$ cat src/include/monitor_cfg_pkg.sv
// constants for the monitor configuration register bank
package monitor_cfg_pkg;
  // ==========================================================
  // register map
  localparam logic [7:0]  GENERAL_SETUP_OFFS   = 8'h00;
  localparam logic [7:0]  CONVERTER_SETUP_OFFS = 8'h01;
  localparam logic [15:0] GENERAL_SETUP_RESET  = 16'h0000;
  localparam logic [15:0] CONVERTER_SETUP_RESET = 16'hfb68;
  // ==========================================================
  // general setup fields
  localparam int RESET_BIT          = 15;
  localparam int START_DELAY_LSB    = 6;
  localparam int START_DELAY_MSB    = 13;
  localparam int SHUNT_RANGE_BIT    = 4;
  localparam logic [15:0] GENERAL_SETUP_MASK = 16'h3fd0;
  // ==========================================================
  // converter setup fields
  localparam int MODE_LSB           = 12;
  localparam int MODE_MSB           = 15;
  localparam int BUS_CT_LSB         = 9;
  localparam int BUS_CT_MSB         = 11;
  localparam logic [3:0] MODE_CONT_BIT = 4'h8;
  // ==========================================================
  // timing
  localparam int CLOCK_MHZ          = 100;
  localparam int DELAY_STEP_MS      = 2;
  localparam int DELAY_STEP_CYCLES  = DELAY_STEP_MS * 1000 * 1000 * CLOCK_MHZ / 1000;
  localparam int CT_US_0 = 50;
  localparam int CT_US_1 = 84;
  localparam int CT_US_2 = 150;
  localparam int CT_US_3 = 280;
  localparam int CT_US_4 = 540;
  localparam int CT_US_5 = 1052;
  localparam int CT_US_6 = 2074;
  localparam int CT_US_7 = 4120;
  // shunt result weight in nanovolts per count
  localparam logic [15:0] SHUNT_LSB_NV_WIDE   = 16'h1388;
  localparam logic [15:0] SHUNT_LSB_NV_NARROW = 16'h04e2;

  typedef enum logic [1:0] {
    SEQ_IDLE  = 2'b00,
    SEQ_DELAY = 2'b01,
    SEQ_CONV  = 2'b10
  } seq_state_t;
endpackage

$ cat src/cycle_timer.sv
// down counter that pulses when a loaded count expires
`timescale 1ns/1ps
module cycle_timer (
  // clock and reset
  input  wire logic        i_clock,
  input  wire logic        i_rst_b,
  // control
  input  wire logic        i_load,
  input  wire logic [31:0] i_count,
  // status
  output logic             o_busy,
  output logic             o_done
);
  logic [31:0] count_reg;

  always_ff @(posedge i_clock or negedge i_rst_b) begin
    if (!i_rst_b) begin
      count_reg <= 32'h0;
    end else if (i_load) begin
      count_reg <= i_count;
    end else if (count_reg != 32'h0) begin
      count_reg <= count_reg - 32'h1;
    end
  end

  always_ff @(posedge i_clock or negedge i_rst_b) begin
    if (!i_rst_b) begin
      o_done <= 1'b0;
    end else begin
      o_done <= !i_load && (count_reg == 32'h1);
    end
  end

  assign o_busy = (count_reg != 32'h0);
endmodule

$ cat src/monitor_config_registers.sv
// configuration registers and conversion sequencing of the power monitor
`timescale 1ns/1ps
import monitor_cfg_pkg::*;
// Contract
// writing one to bit 15 resets everything; bit self-clears; zero ignored
// general setup bits 14, 5 and 3..0 always read zero
// start delay field times 2 ms delays the first conversion
// bit 4 selects wide (zero) or narrow (one) shunt range
// mode bits 15..12; 0h and 8h are shutdown; resets to Fh
// codes 1h..7h run one pass of the selected channels
// codes 9h..Fh repeat passes of the selected channels
// bus conversion time field 11..9 picks duration; resets to 5h
// converter setup resets to fb68h
// general setup resets to zero
// shutdown starts no conversion and keeps stored results
// sixteen-bit words move most significant byte first
// shunt result weight is 5 uV wide, 1.25 uV narrow
module monitor_config_registers import monitor_cfg_pkg::*; (
  // clock and reset
  input  wire logic        i_clock,
  input  wire logic        i_rst_b,
  // register port from the serial engine, one byte per strobe
  input  wire logic [7:0]  i_pointer,
  input  wire logic        i_wr_byte,
  input  wire logic [7:0]  i_wr_data,
  input  wire logic        i_rd_byte,
  input  wire logic        i_frame_start,
  output logic [7:0]       o_rd_data,
  // conversion side
  output logic             o_conv_start,
  output logic [2:0]       o_conv_channels,
  output logic [31:0]      o_conv_cycles,
  output logic             o_shunt_range_select,
  output logic [15:0]      o_shunt_lsb_nv,
  output logic             o_pass_active,
  output logic             o_soft_reset
);
  // ==========================================================
  // registers
  logic [15:0] general_setup_reg;
  logic [15:0] converter_setup_reg;
  logic [7:0]  high_byte_reg;
  logic        byte_phase_reg;
  logic        soft_reset_reg;
  logic        config_written_reg;
  logic [15:0] word_next;
  logic        word_done;
  seq_state_t  state_reg;

  assign word_next = {high_byte_reg, i_wr_data};
  assign word_done = i_wr_byte && byte_phase_reg;

  // first byte is the high one, second completes the word
  always_ff @(posedge i_clock or negedge i_rst_b) begin
    if (!i_rst_b) begin
      byte_phase_reg <= 1'b0;
      high_byte_reg  <= 8'h00;
    end else if (i_frame_start || soft_reset_reg) begin
      byte_phase_reg <= 1'b0;
    end else if (i_wr_byte || i_rd_byte) begin
      byte_phase_reg <= !byte_phase_reg;
      if (i_wr_byte && !byte_phase_reg) begin
        high_byte_reg <= i_wr_data;
      end
    end
  end

  always_ff @(posedge i_clock or negedge i_rst_b) begin
    if (!i_rst_b) begin
      soft_reset_reg <= 1'b0;
    end else begin
      soft_reset_reg <= word_done && (i_pointer == GENERAL_SETUP_OFFS)
                        && word_next[RESET_BIT];
    end
  end

  // ==========================================================
  // configuration storage; the reset bit is never stored, so it self-clears
  always_ff @(posedge i_clock or negedge i_rst_b) begin
    if (!i_rst_b) begin
      general_setup_reg   <= GENERAL_SETUP_RESET;
      converter_setup_reg <= CONVERTER_SETUP_RESET;
      config_written_reg  <= 1'b0;
    end else if (soft_reset_reg) begin
      general_setup_reg   <= GENERAL_SETUP_RESET;
      converter_setup_reg <= CONVERTER_SETUP_RESET;
      config_written_reg  <= 1'b0;
    end else begin
      config_written_reg <= 1'b0;
      if (word_done && i_pointer == GENERAL_SETUP_OFFS && !word_next[RESET_BIT]) begin
        general_setup_reg <= word_next & GENERAL_SETUP_MASK;
      end
      if (word_done && i_pointer == CONVERTER_SETUP_OFFS) begin
        converter_setup_reg <= word_next;
        config_written_reg  <= 1'b1;
      end
    end
  end

  // read path: high byte first
  always_comb begin
    logic [15:0] word;
    word = 16'h0000;
    case (i_pointer)
      GENERAL_SETUP_OFFS:   word = general_setup_reg & GENERAL_SETUP_MASK;
      CONVERTER_SETUP_OFFS: word = converter_setup_reg;
      default:              word = 16'h0000;
    endcase
    o_rd_data = byte_phase_reg ? word[7:0] : word[15:8];
  end

  // ==========================================================
  // conversion sequencing
  logic [3:0]  mode;
  logic [2:0]  bus_ct;
  logic [7:0]  start_delay_field;
  logic        shutdown;
  logic        delay_done;
  logic        conv_done;
  logic        delay_load;
  logic        delay_busy;
  logic [31:0] delay_count;

  assign mode              = converter_setup_reg[MODE_MSB:MODE_LSB];
  assign bus_ct            = converter_setup_reg[BUS_CT_MSB:BUS_CT_LSB];
  assign start_delay_field = general_setup_reg[START_DELAY_MSB:START_DELAY_LSB];
  assign shutdown          = (mode[2:0] == 3'h0);
  assign delay_count       = 32'(start_delay_field) * 32'(DELAY_STEP_CYCLES);

  always_comb begin
    case (bus_ct)
      3'h0:    o_conv_cycles = 32'(CT_US_0 * CLOCK_MHZ);
      3'h1:    o_conv_cycles = 32'(CT_US_1 * CLOCK_MHZ);
      3'h2:    o_conv_cycles = 32'(CT_US_2 * CLOCK_MHZ);
      3'h3:    o_conv_cycles = 32'(CT_US_3 * CLOCK_MHZ);
      3'h4:    o_conv_cycles = 32'(CT_US_4 * CLOCK_MHZ);
      3'h5:    o_conv_cycles = 32'(CT_US_5 * CLOCK_MHZ);
      3'h6:    o_conv_cycles = 32'(CT_US_6 * CLOCK_MHZ);
      default: o_conv_cycles = 32'(CT_US_7 * CLOCK_MHZ);
    endcase
  end

  // a fresh config write or a reset restarts the pass after the start delay
  assign delay_load = !shutdown && (config_written_reg
                      || (state_reg == SEQ_IDLE && !o_pass_active));

  always_ff @(posedge i_clock or negedge i_rst_b) begin
    if (!i_rst_b) begin
      state_reg     <= SEQ_IDLE;
      o_pass_active <= 1'b0;
    end else if (soft_reset_reg) begin
      state_reg     <= SEQ_IDLE;
      o_pass_active <= 1'b0;
    end else if (config_written_reg) begin
      state_reg     <= shutdown ? SEQ_IDLE : SEQ_DELAY;
      o_pass_active <= !shutdown;
    end else begin
      case (state_reg)
        SEQ_IDLE: begin
          if (delay_load) begin
            state_reg     <= SEQ_DELAY;
            o_pass_active <= 1'b1;
          end
        end
        SEQ_DELAY: begin
          if (shutdown) begin
            state_reg <= SEQ_IDLE;
          end else if (delay_done || !delay_busy) begin
            state_reg <= SEQ_CONV;
          end
        end
        SEQ_CONV: begin
          if (conv_done) begin
            state_reg <= (mode & MODE_CONT_BIT) != 4'h0 ? SEQ_CONV : SEQ_IDLE;
          end
        end
        default: state_reg <= SEQ_IDLE;
      endcase
    end
  end

  cycle_timer i_cycle_timer_delay (
    .i_clock (i_clock),
    .i_rst_b (i_rst_b),
    .i_load  (delay_load),
    .i_count (delay_count),
    .o_busy  (delay_busy),
    .o_done  (delay_done)
  );

  // conversions start entering the conversion state or, in continuous mode, after each finished one
  always_ff @(posedge i_clock or negedge i_rst_b) begin
    if (!i_rst_b) begin
      o_conv_start <= 1'b0;
    end else begin
      o_conv_start <= !soft_reset_reg && !config_written_reg && !shutdown && (
                      (state_reg == SEQ_DELAY && (delay_done || !delay_busy)) ||
                      (state_reg == SEQ_CONV && conv_done &&
                       (mode & MODE_CONT_BIT) != 4'h0));
    end
  end

  cycle_timer i_cycle_timer_conv (
    .i_clock (i_clock),
    .i_rst_b (i_rst_b),
    .i_load  (o_conv_start),
    .i_count (o_conv_cycles),
    .o_busy  (),
    .o_done  (conv_done)
  );

  assign o_conv_channels      = mode[2:0];
  assign o_shunt_range_select = general_setup_reg[SHUNT_RANGE_BIT];
  assign o_shunt_lsb_nv       = o_shunt_range_select ? SHUNT_LSB_NV_NARROW
                                                     : SHUNT_LSB_NV_WIDE;
  assign o_soft_reset         = soft_reset_reg;

  // ==========================================================
  // checks
  a_reserved_zero: assert property (@(posedge i_clock) disable iff (!i_rst_b)
    (general_setup_reg & ~GENERAL_SETUP_MASK) == 16'h0000)
    else $error("reserved bits set");
  a_soft_reset: assert property (@(posedge i_clock) disable iff (!i_rst_b)
    soft_reset_reg |=> general_setup_reg == GENERAL_SETUP_RESET
    && converter_setup_reg == CONVERTER_SETUP_RESET)
    else $error("soft reset did not restore defaults");
  a_rst_selfclear: assert property (@(posedge i_clock) disable iff (!i_rst_b)
    soft_reset_reg |=> !soft_reset_reg)
    else $error("reset bit did not clear");
  a_shutdown_idle: assert property (@(posedge i_clock) disable iff (!i_rst_b)
    shutdown |=> !o_conv_start)
    else $error("conversion started in shutdown");
  a_single_shot: assert property (@(posedge i_clock) disable iff (!i_rst_b)
    (state_reg == SEQ_CONV && conv_done && mode[3] == 1'b0 && !config_written_reg)
    |=> state_reg == SEQ_IDLE)
    else $error("single shot repeated");
  a_continuous: assert property (@(posedge i_clock) disable iff (!i_rst_b)
    (state_reg == SEQ_CONV && conv_done && mode[3] && !shutdown
    && !soft_reset_reg && !config_written_reg) |=> o_conv_start)
    else $error("continuous mode stopped");
  a_range_scale: assert property (@(posedge i_clock) disable iff (!i_rst_b)
    o_shunt_lsb_nv == (general_setup_reg[SHUNT_RANGE_BIT] ? 16'h04e2 : 16'h1388))
    else $error("shunt scale mismatch");
  a_mode_write: assert property (@(posedge i_clock) disable iff (!i_rst_b)
    (word_done && i_pointer == CONVERTER_SETUP_OFFS && !soft_reset_reg)
    |=> converter_setup_reg == $past(word_next))
    else $error("converter setup write lost");
  a_conv_time: assert property (@(posedge i_clock) disable iff (!i_rst_b)
    bus_ct == 3'h5 |-> o_conv_cycles == 32'd105200)
    else $error("bus conversion time wrong");
  c_soft_reset: cover property (@(posedge i_clock) soft_reset_reg);
  c_single: cover property (@(posedge i_clock) o_conv_start && !mode[3]);
  c_cont: cover property (@(posedge i_clock) o_conv_start && mode[3]);
endmodule

$ cat config.mk
export PLATFORM = sky130hd
export DESIGN_NAME = monitor_config_registers
export DESIGN_NICKNAME = d
export VERILOG_FILES = /design/src/include/monitor_cfg_pkg.sv /design/src/cycle_timer.sv /design/src/monitor_config_registers.sv
export SDC_FILE = /design/constraint.sdc
export NUM_CORES = 1
export LEC_CHECK = 0
export BUFFER_PORTS_ARGS = -buffer_cell sky130_fd_sc_hd__clkbuf_2
export CAP_MARGIN = 20
export CORE_MARGIN = 2
export CORE_UTILIZATION = 57
export DETAILED_ROUTE_END_ITERATION = 10
export PLACE_DENSITY = 0.74
export SYNTH_ARGS = -nofsm -noshare
export SYNTH_HDL_FRONTEND = slang
export SYNTH_SLANG_ARGS = --single-unit
$ cat constraint.sdc
create_clock -name i_clock -period 4.92 [get_ports i_clock]
set_input_delay 0.492 -clock i_clock [delete_from_list [all_inputs] [get_ports i_clock]]
set_output_delay 0.492 -clock i_clock [all_outputs]
set_load 0.02 [all_outputs]
==> metrics.yaml <==
die:
  rows: 40
  core_area_um2: 12110
  io_pins: 84
  initial_utilization_pct: 58.93
  fp.dieW_um: 115.9
  dieArea_um2: 13430
  die_h_um: 115.9
placement:
  placed_area_um2: 7416
  portBuffers: 59
  gp_congestion: 0.8446
  dp.cells: 932
  dp_slack_ns: 0.9399
  hpwl_mm: 11.61
worst_setup_path:
  critical_path.top_delay_family: "adder cells"
  critPathMaxStageDelay_ns: 0.54
  path_depth: 11
  critPathArrivalTime_ns: 4.26
  cp_data_required_time_ns: 5.16
  r2r_cells: 11
  path_max_fanout: 6
  crit_path_frequent_cell: "ha_1"
  cp_cell_sequence: "ha_1, fa_1, fa_1, ha_1, ha_1, a21o_1, a31o_2, o211a_1, o31ai_1, nor3b_1, o22ai_1"
  setup.worst_path.end_class: "flip-flop"
  crit_path_start_kind: "flip-flop"
  crit_type: "reg2reg"
  crit_slowest_cell: "fa_1"
  cp_num_buf_inv: 0
finish:
  area_growth_pct: 8.590
  layout-drive-gt1-share_pct: 14.83
  diodes: 0
  final_area_um2: 7750
  nNetsFinal: 867
  instances_no_fill: 950
global_route:
  grt_pass1_vias: 5508
  grt_first_pass_wirelength_mm: 26.77
  grt_overflow: 0
  grtUsageTotal_pct: 25.07
  grt_max_degree: 78
  antenna_found_initial: 0
clocking:
  ctsRootBufferMaster: "clkbuf_16"
  clk-insertion-delay-late_ns: 0.36
  clock_sink_count: 106
  cts_made_buffers: 9
  cts_buffer_depth: 2
  cts_htree_levels: 3
  cts_setup_buffers: 0
  path_clk_slew_ns: 0.08
  cts_tree: "done"
pwr:
  p_per_area_nw_per_um2: 395.9
  cellLeakagePower_uw: 0.003776
  vdd_drop_max_mv: 0.2361
drt:
  viasPerCell: 5.923
  drt_wl_total_mm: 16.11
  num_vias: 5627
  wl_per_cell_um: 16.96
  first_iter_violations: 338
  drtAntennaViolNets: 0
  drc: 0
  drt-pass1-iter-count: 4
timing:
  period_minus_slack_ns: 4.023
  setup_tns_ns: 0
  slew_headroom_pct: 29.96
  max_freq_mhz: 248.6
  finalCritPeriodShare_pct: 81.77
  hold_viol_final: 0
  rsz0062_at_grt: "false"
  setup_viol: 0
  slew_violations: 0
  worstMarginPinSlew_ns: 1.048
  final.setup.worst_slack_ns: 0.8967
  clock_skew_ns: 0.01470
synthesis:
  synth.distinct_cells: 59
  yosysWarnings: 0
  synthCells: 738
  netlist_area_um2: 7137
  synthFlopType: "dfrtp_1"
  seq_area_frac_synth_pct: 37.34
  synth_edf_count: 0
  ys_ff_latch: 106
  async_reset_ff_share_pct: 100.0
  synth_area_per_cell_um2: 9.671
status:
  status: "finished, final reports clean"
min_path:
  hold_depth: 2
  min_path_type: "in2reg"
run:
  cap_violations: 0
## report_power, final
| group | internal, uW | leakage, uW | switching, uW |
|---|---|---|---|
| combinational | 427 | 0.00228 | 555 |
| sequential | 1100 | 0.00135 | 256 |
| clock | 369 | 0.000141 | 360 |
| total | 1900 | 0.00378 | 1170 |
## per-stage QoR
| step | total power, uW | utilization [%] | hold WS, ns |
|---|---|---|---|
| 5_1_grt | 3260 | 63.99 | 0.3257 |
| 3_5_place_dp | 2328 | 61.23 | 0.4818 |
| 3_3_place_gp | 2277 | 61.14 | 0.4852 |
| 2_1_floorplan | 2107 | - | 0.1964 |
| 4_1_cts | 3071 | 63.68 | 0.3065 |
| 6_report | 3068 | 63.99 | 0.3173 |
## routing by layer
layer / share of wire, % / GRT usage (%)
met4: 2.0 / 7.857
met1: 44 / 33.37
met3: 4.3 / 5.021
met2: 49 / 41.52
met5: 0 / 0
## Yosys cell counts, types with 4 or more instances
master / instances / area (um^2)
nor2b_1: 5 / 31.28
o31ai_1: 11 / 82.58
o22ai_1: 8 / 50.05
o21ai_0: 25 / 125.1
a22o_1: 22 / 192.7
xor2_1: 29 / 254.0
dfstp_2: 10 / 262.8
nand3b_1: 4 / 30.03
and2_1: 6 / 37.54
and3_1: 5 / 31.28
a31oi_1: 7 / 43.79
a211oi_1: 7 / 52.55
nor3_1: 23 / 115.1
nor2_1: 61 / 229.0
nand2_1: 52 / 195.2
nand3_1: 21 / 105.1
dfrtp_1: 96 / 2402
nand4_1: 9 / 56.30
fa_1: 12 / 240.2
ha_1: 57 / 713.2
buf_4: 34 / 255.2
or3_1: 7 / 43.79
a21oi_1: 29 / 145.1
inv_1: 24 / 90.09
a221oi_1: 7 / 61.31
a21o_1: 8 / 60.06
o22a_1: 8 / 70.07
nand2b_1: 7 / 43.79
nor4_1: 17 / 106.4
mux2_2: 9 / 101.4
clkbuf_1: 24 / 90.09
xnor2_1: 34 / 297.8
or4_1: 12 / 90.09
## cells in the final DEF, fill, tap and decap left out, types with 4 or more instances in the layout
cell	n
a211oi_1	7
nor3_1	23
mux2_2	9
dfstp_2	10
fa_1	12
ha_1	57
o21ai_0	24
xor2_1	29
conb_1	24
nand2_1	52
nand2b_1	7
a221oi_1	7
dfrtp_1	96
and2_1	6
a21o_1	8
xnor2_1	34
o31ai_1	11
buf_4	6
nor2b_1	5
nand3_1	21
a31oi_1	7
and3_1	5
nand4_1	9
or4_1	12
a21oi_1	29
or3_1	7
o22a_1	8
a22o_1	22
nor2_1	61
o22ai_1	8
clkbuf_2	58
clkbuf_16	9
inv_1	24
nor4_1	17
nand3b_1	4
## cells by family after synthesis
family	count (synthesis)	share of synthesized area, %
simple gates	251	18.88
compound gates	149	14.38
flops	106	37.34
buf+inv	86	6.364
fa+ha+maj	69	13.36
xor+xnor	63	7.731
mux	12	1.841
other cells	2	0.1052
## layout make-up
cell class | count | area (um^2)
Timing Repair Buffer | 67 | 384.1
Clock buffer | 10 | 239.0
Inverter | 25 | 93.84
Fill cell | 1016 | 4362
Multi-Input combinational cell | 568 | 4100
Tap cell | 168 | 210.2
Sequential cell | 106 | 2665
Clock inverter | 6 | 57.56
## timing repair
action                                 in CTS  in global routing
hold buffers                                0                  1
gates resized for setup                     0                  0
endpoints found under the hold margin       0                 10
setup endpoints to repair                   0                  0
## path summary, 6_finish.rpt
check,startpoint,to,slack [ns]
min,i_frame_start,byte_phase_reg$_DFFE_PN0P_,0.32
min reg2reg,converter_setup_reg[4]$_DFFE_PN0P_,converter_setup_reg[4]$_DFFE_PN0P_,0.51
max in group asynchronous,i_rst_b,i_cycle_timer_delay.count_reg[17]$_DFFE_PN0P_,3.40
max,general_setup_reg[9]$_DFFE_PN0P_,i_cycle_timer_delay.count_reg[25]$_DFFE_PN0P_,0.90
min in group asynchronous,i_rst_b,i_cycle_timer_delay.count_reg[21]$_DFFE_PN0P_,0.51
max reg2reg,general_setup_reg[9]$_DFFE_PN0P_,i_cycle_timer_delay.count_reg[25]$_DFFE_PN0P_,0.90
Power figures use the tool's default switching activity.
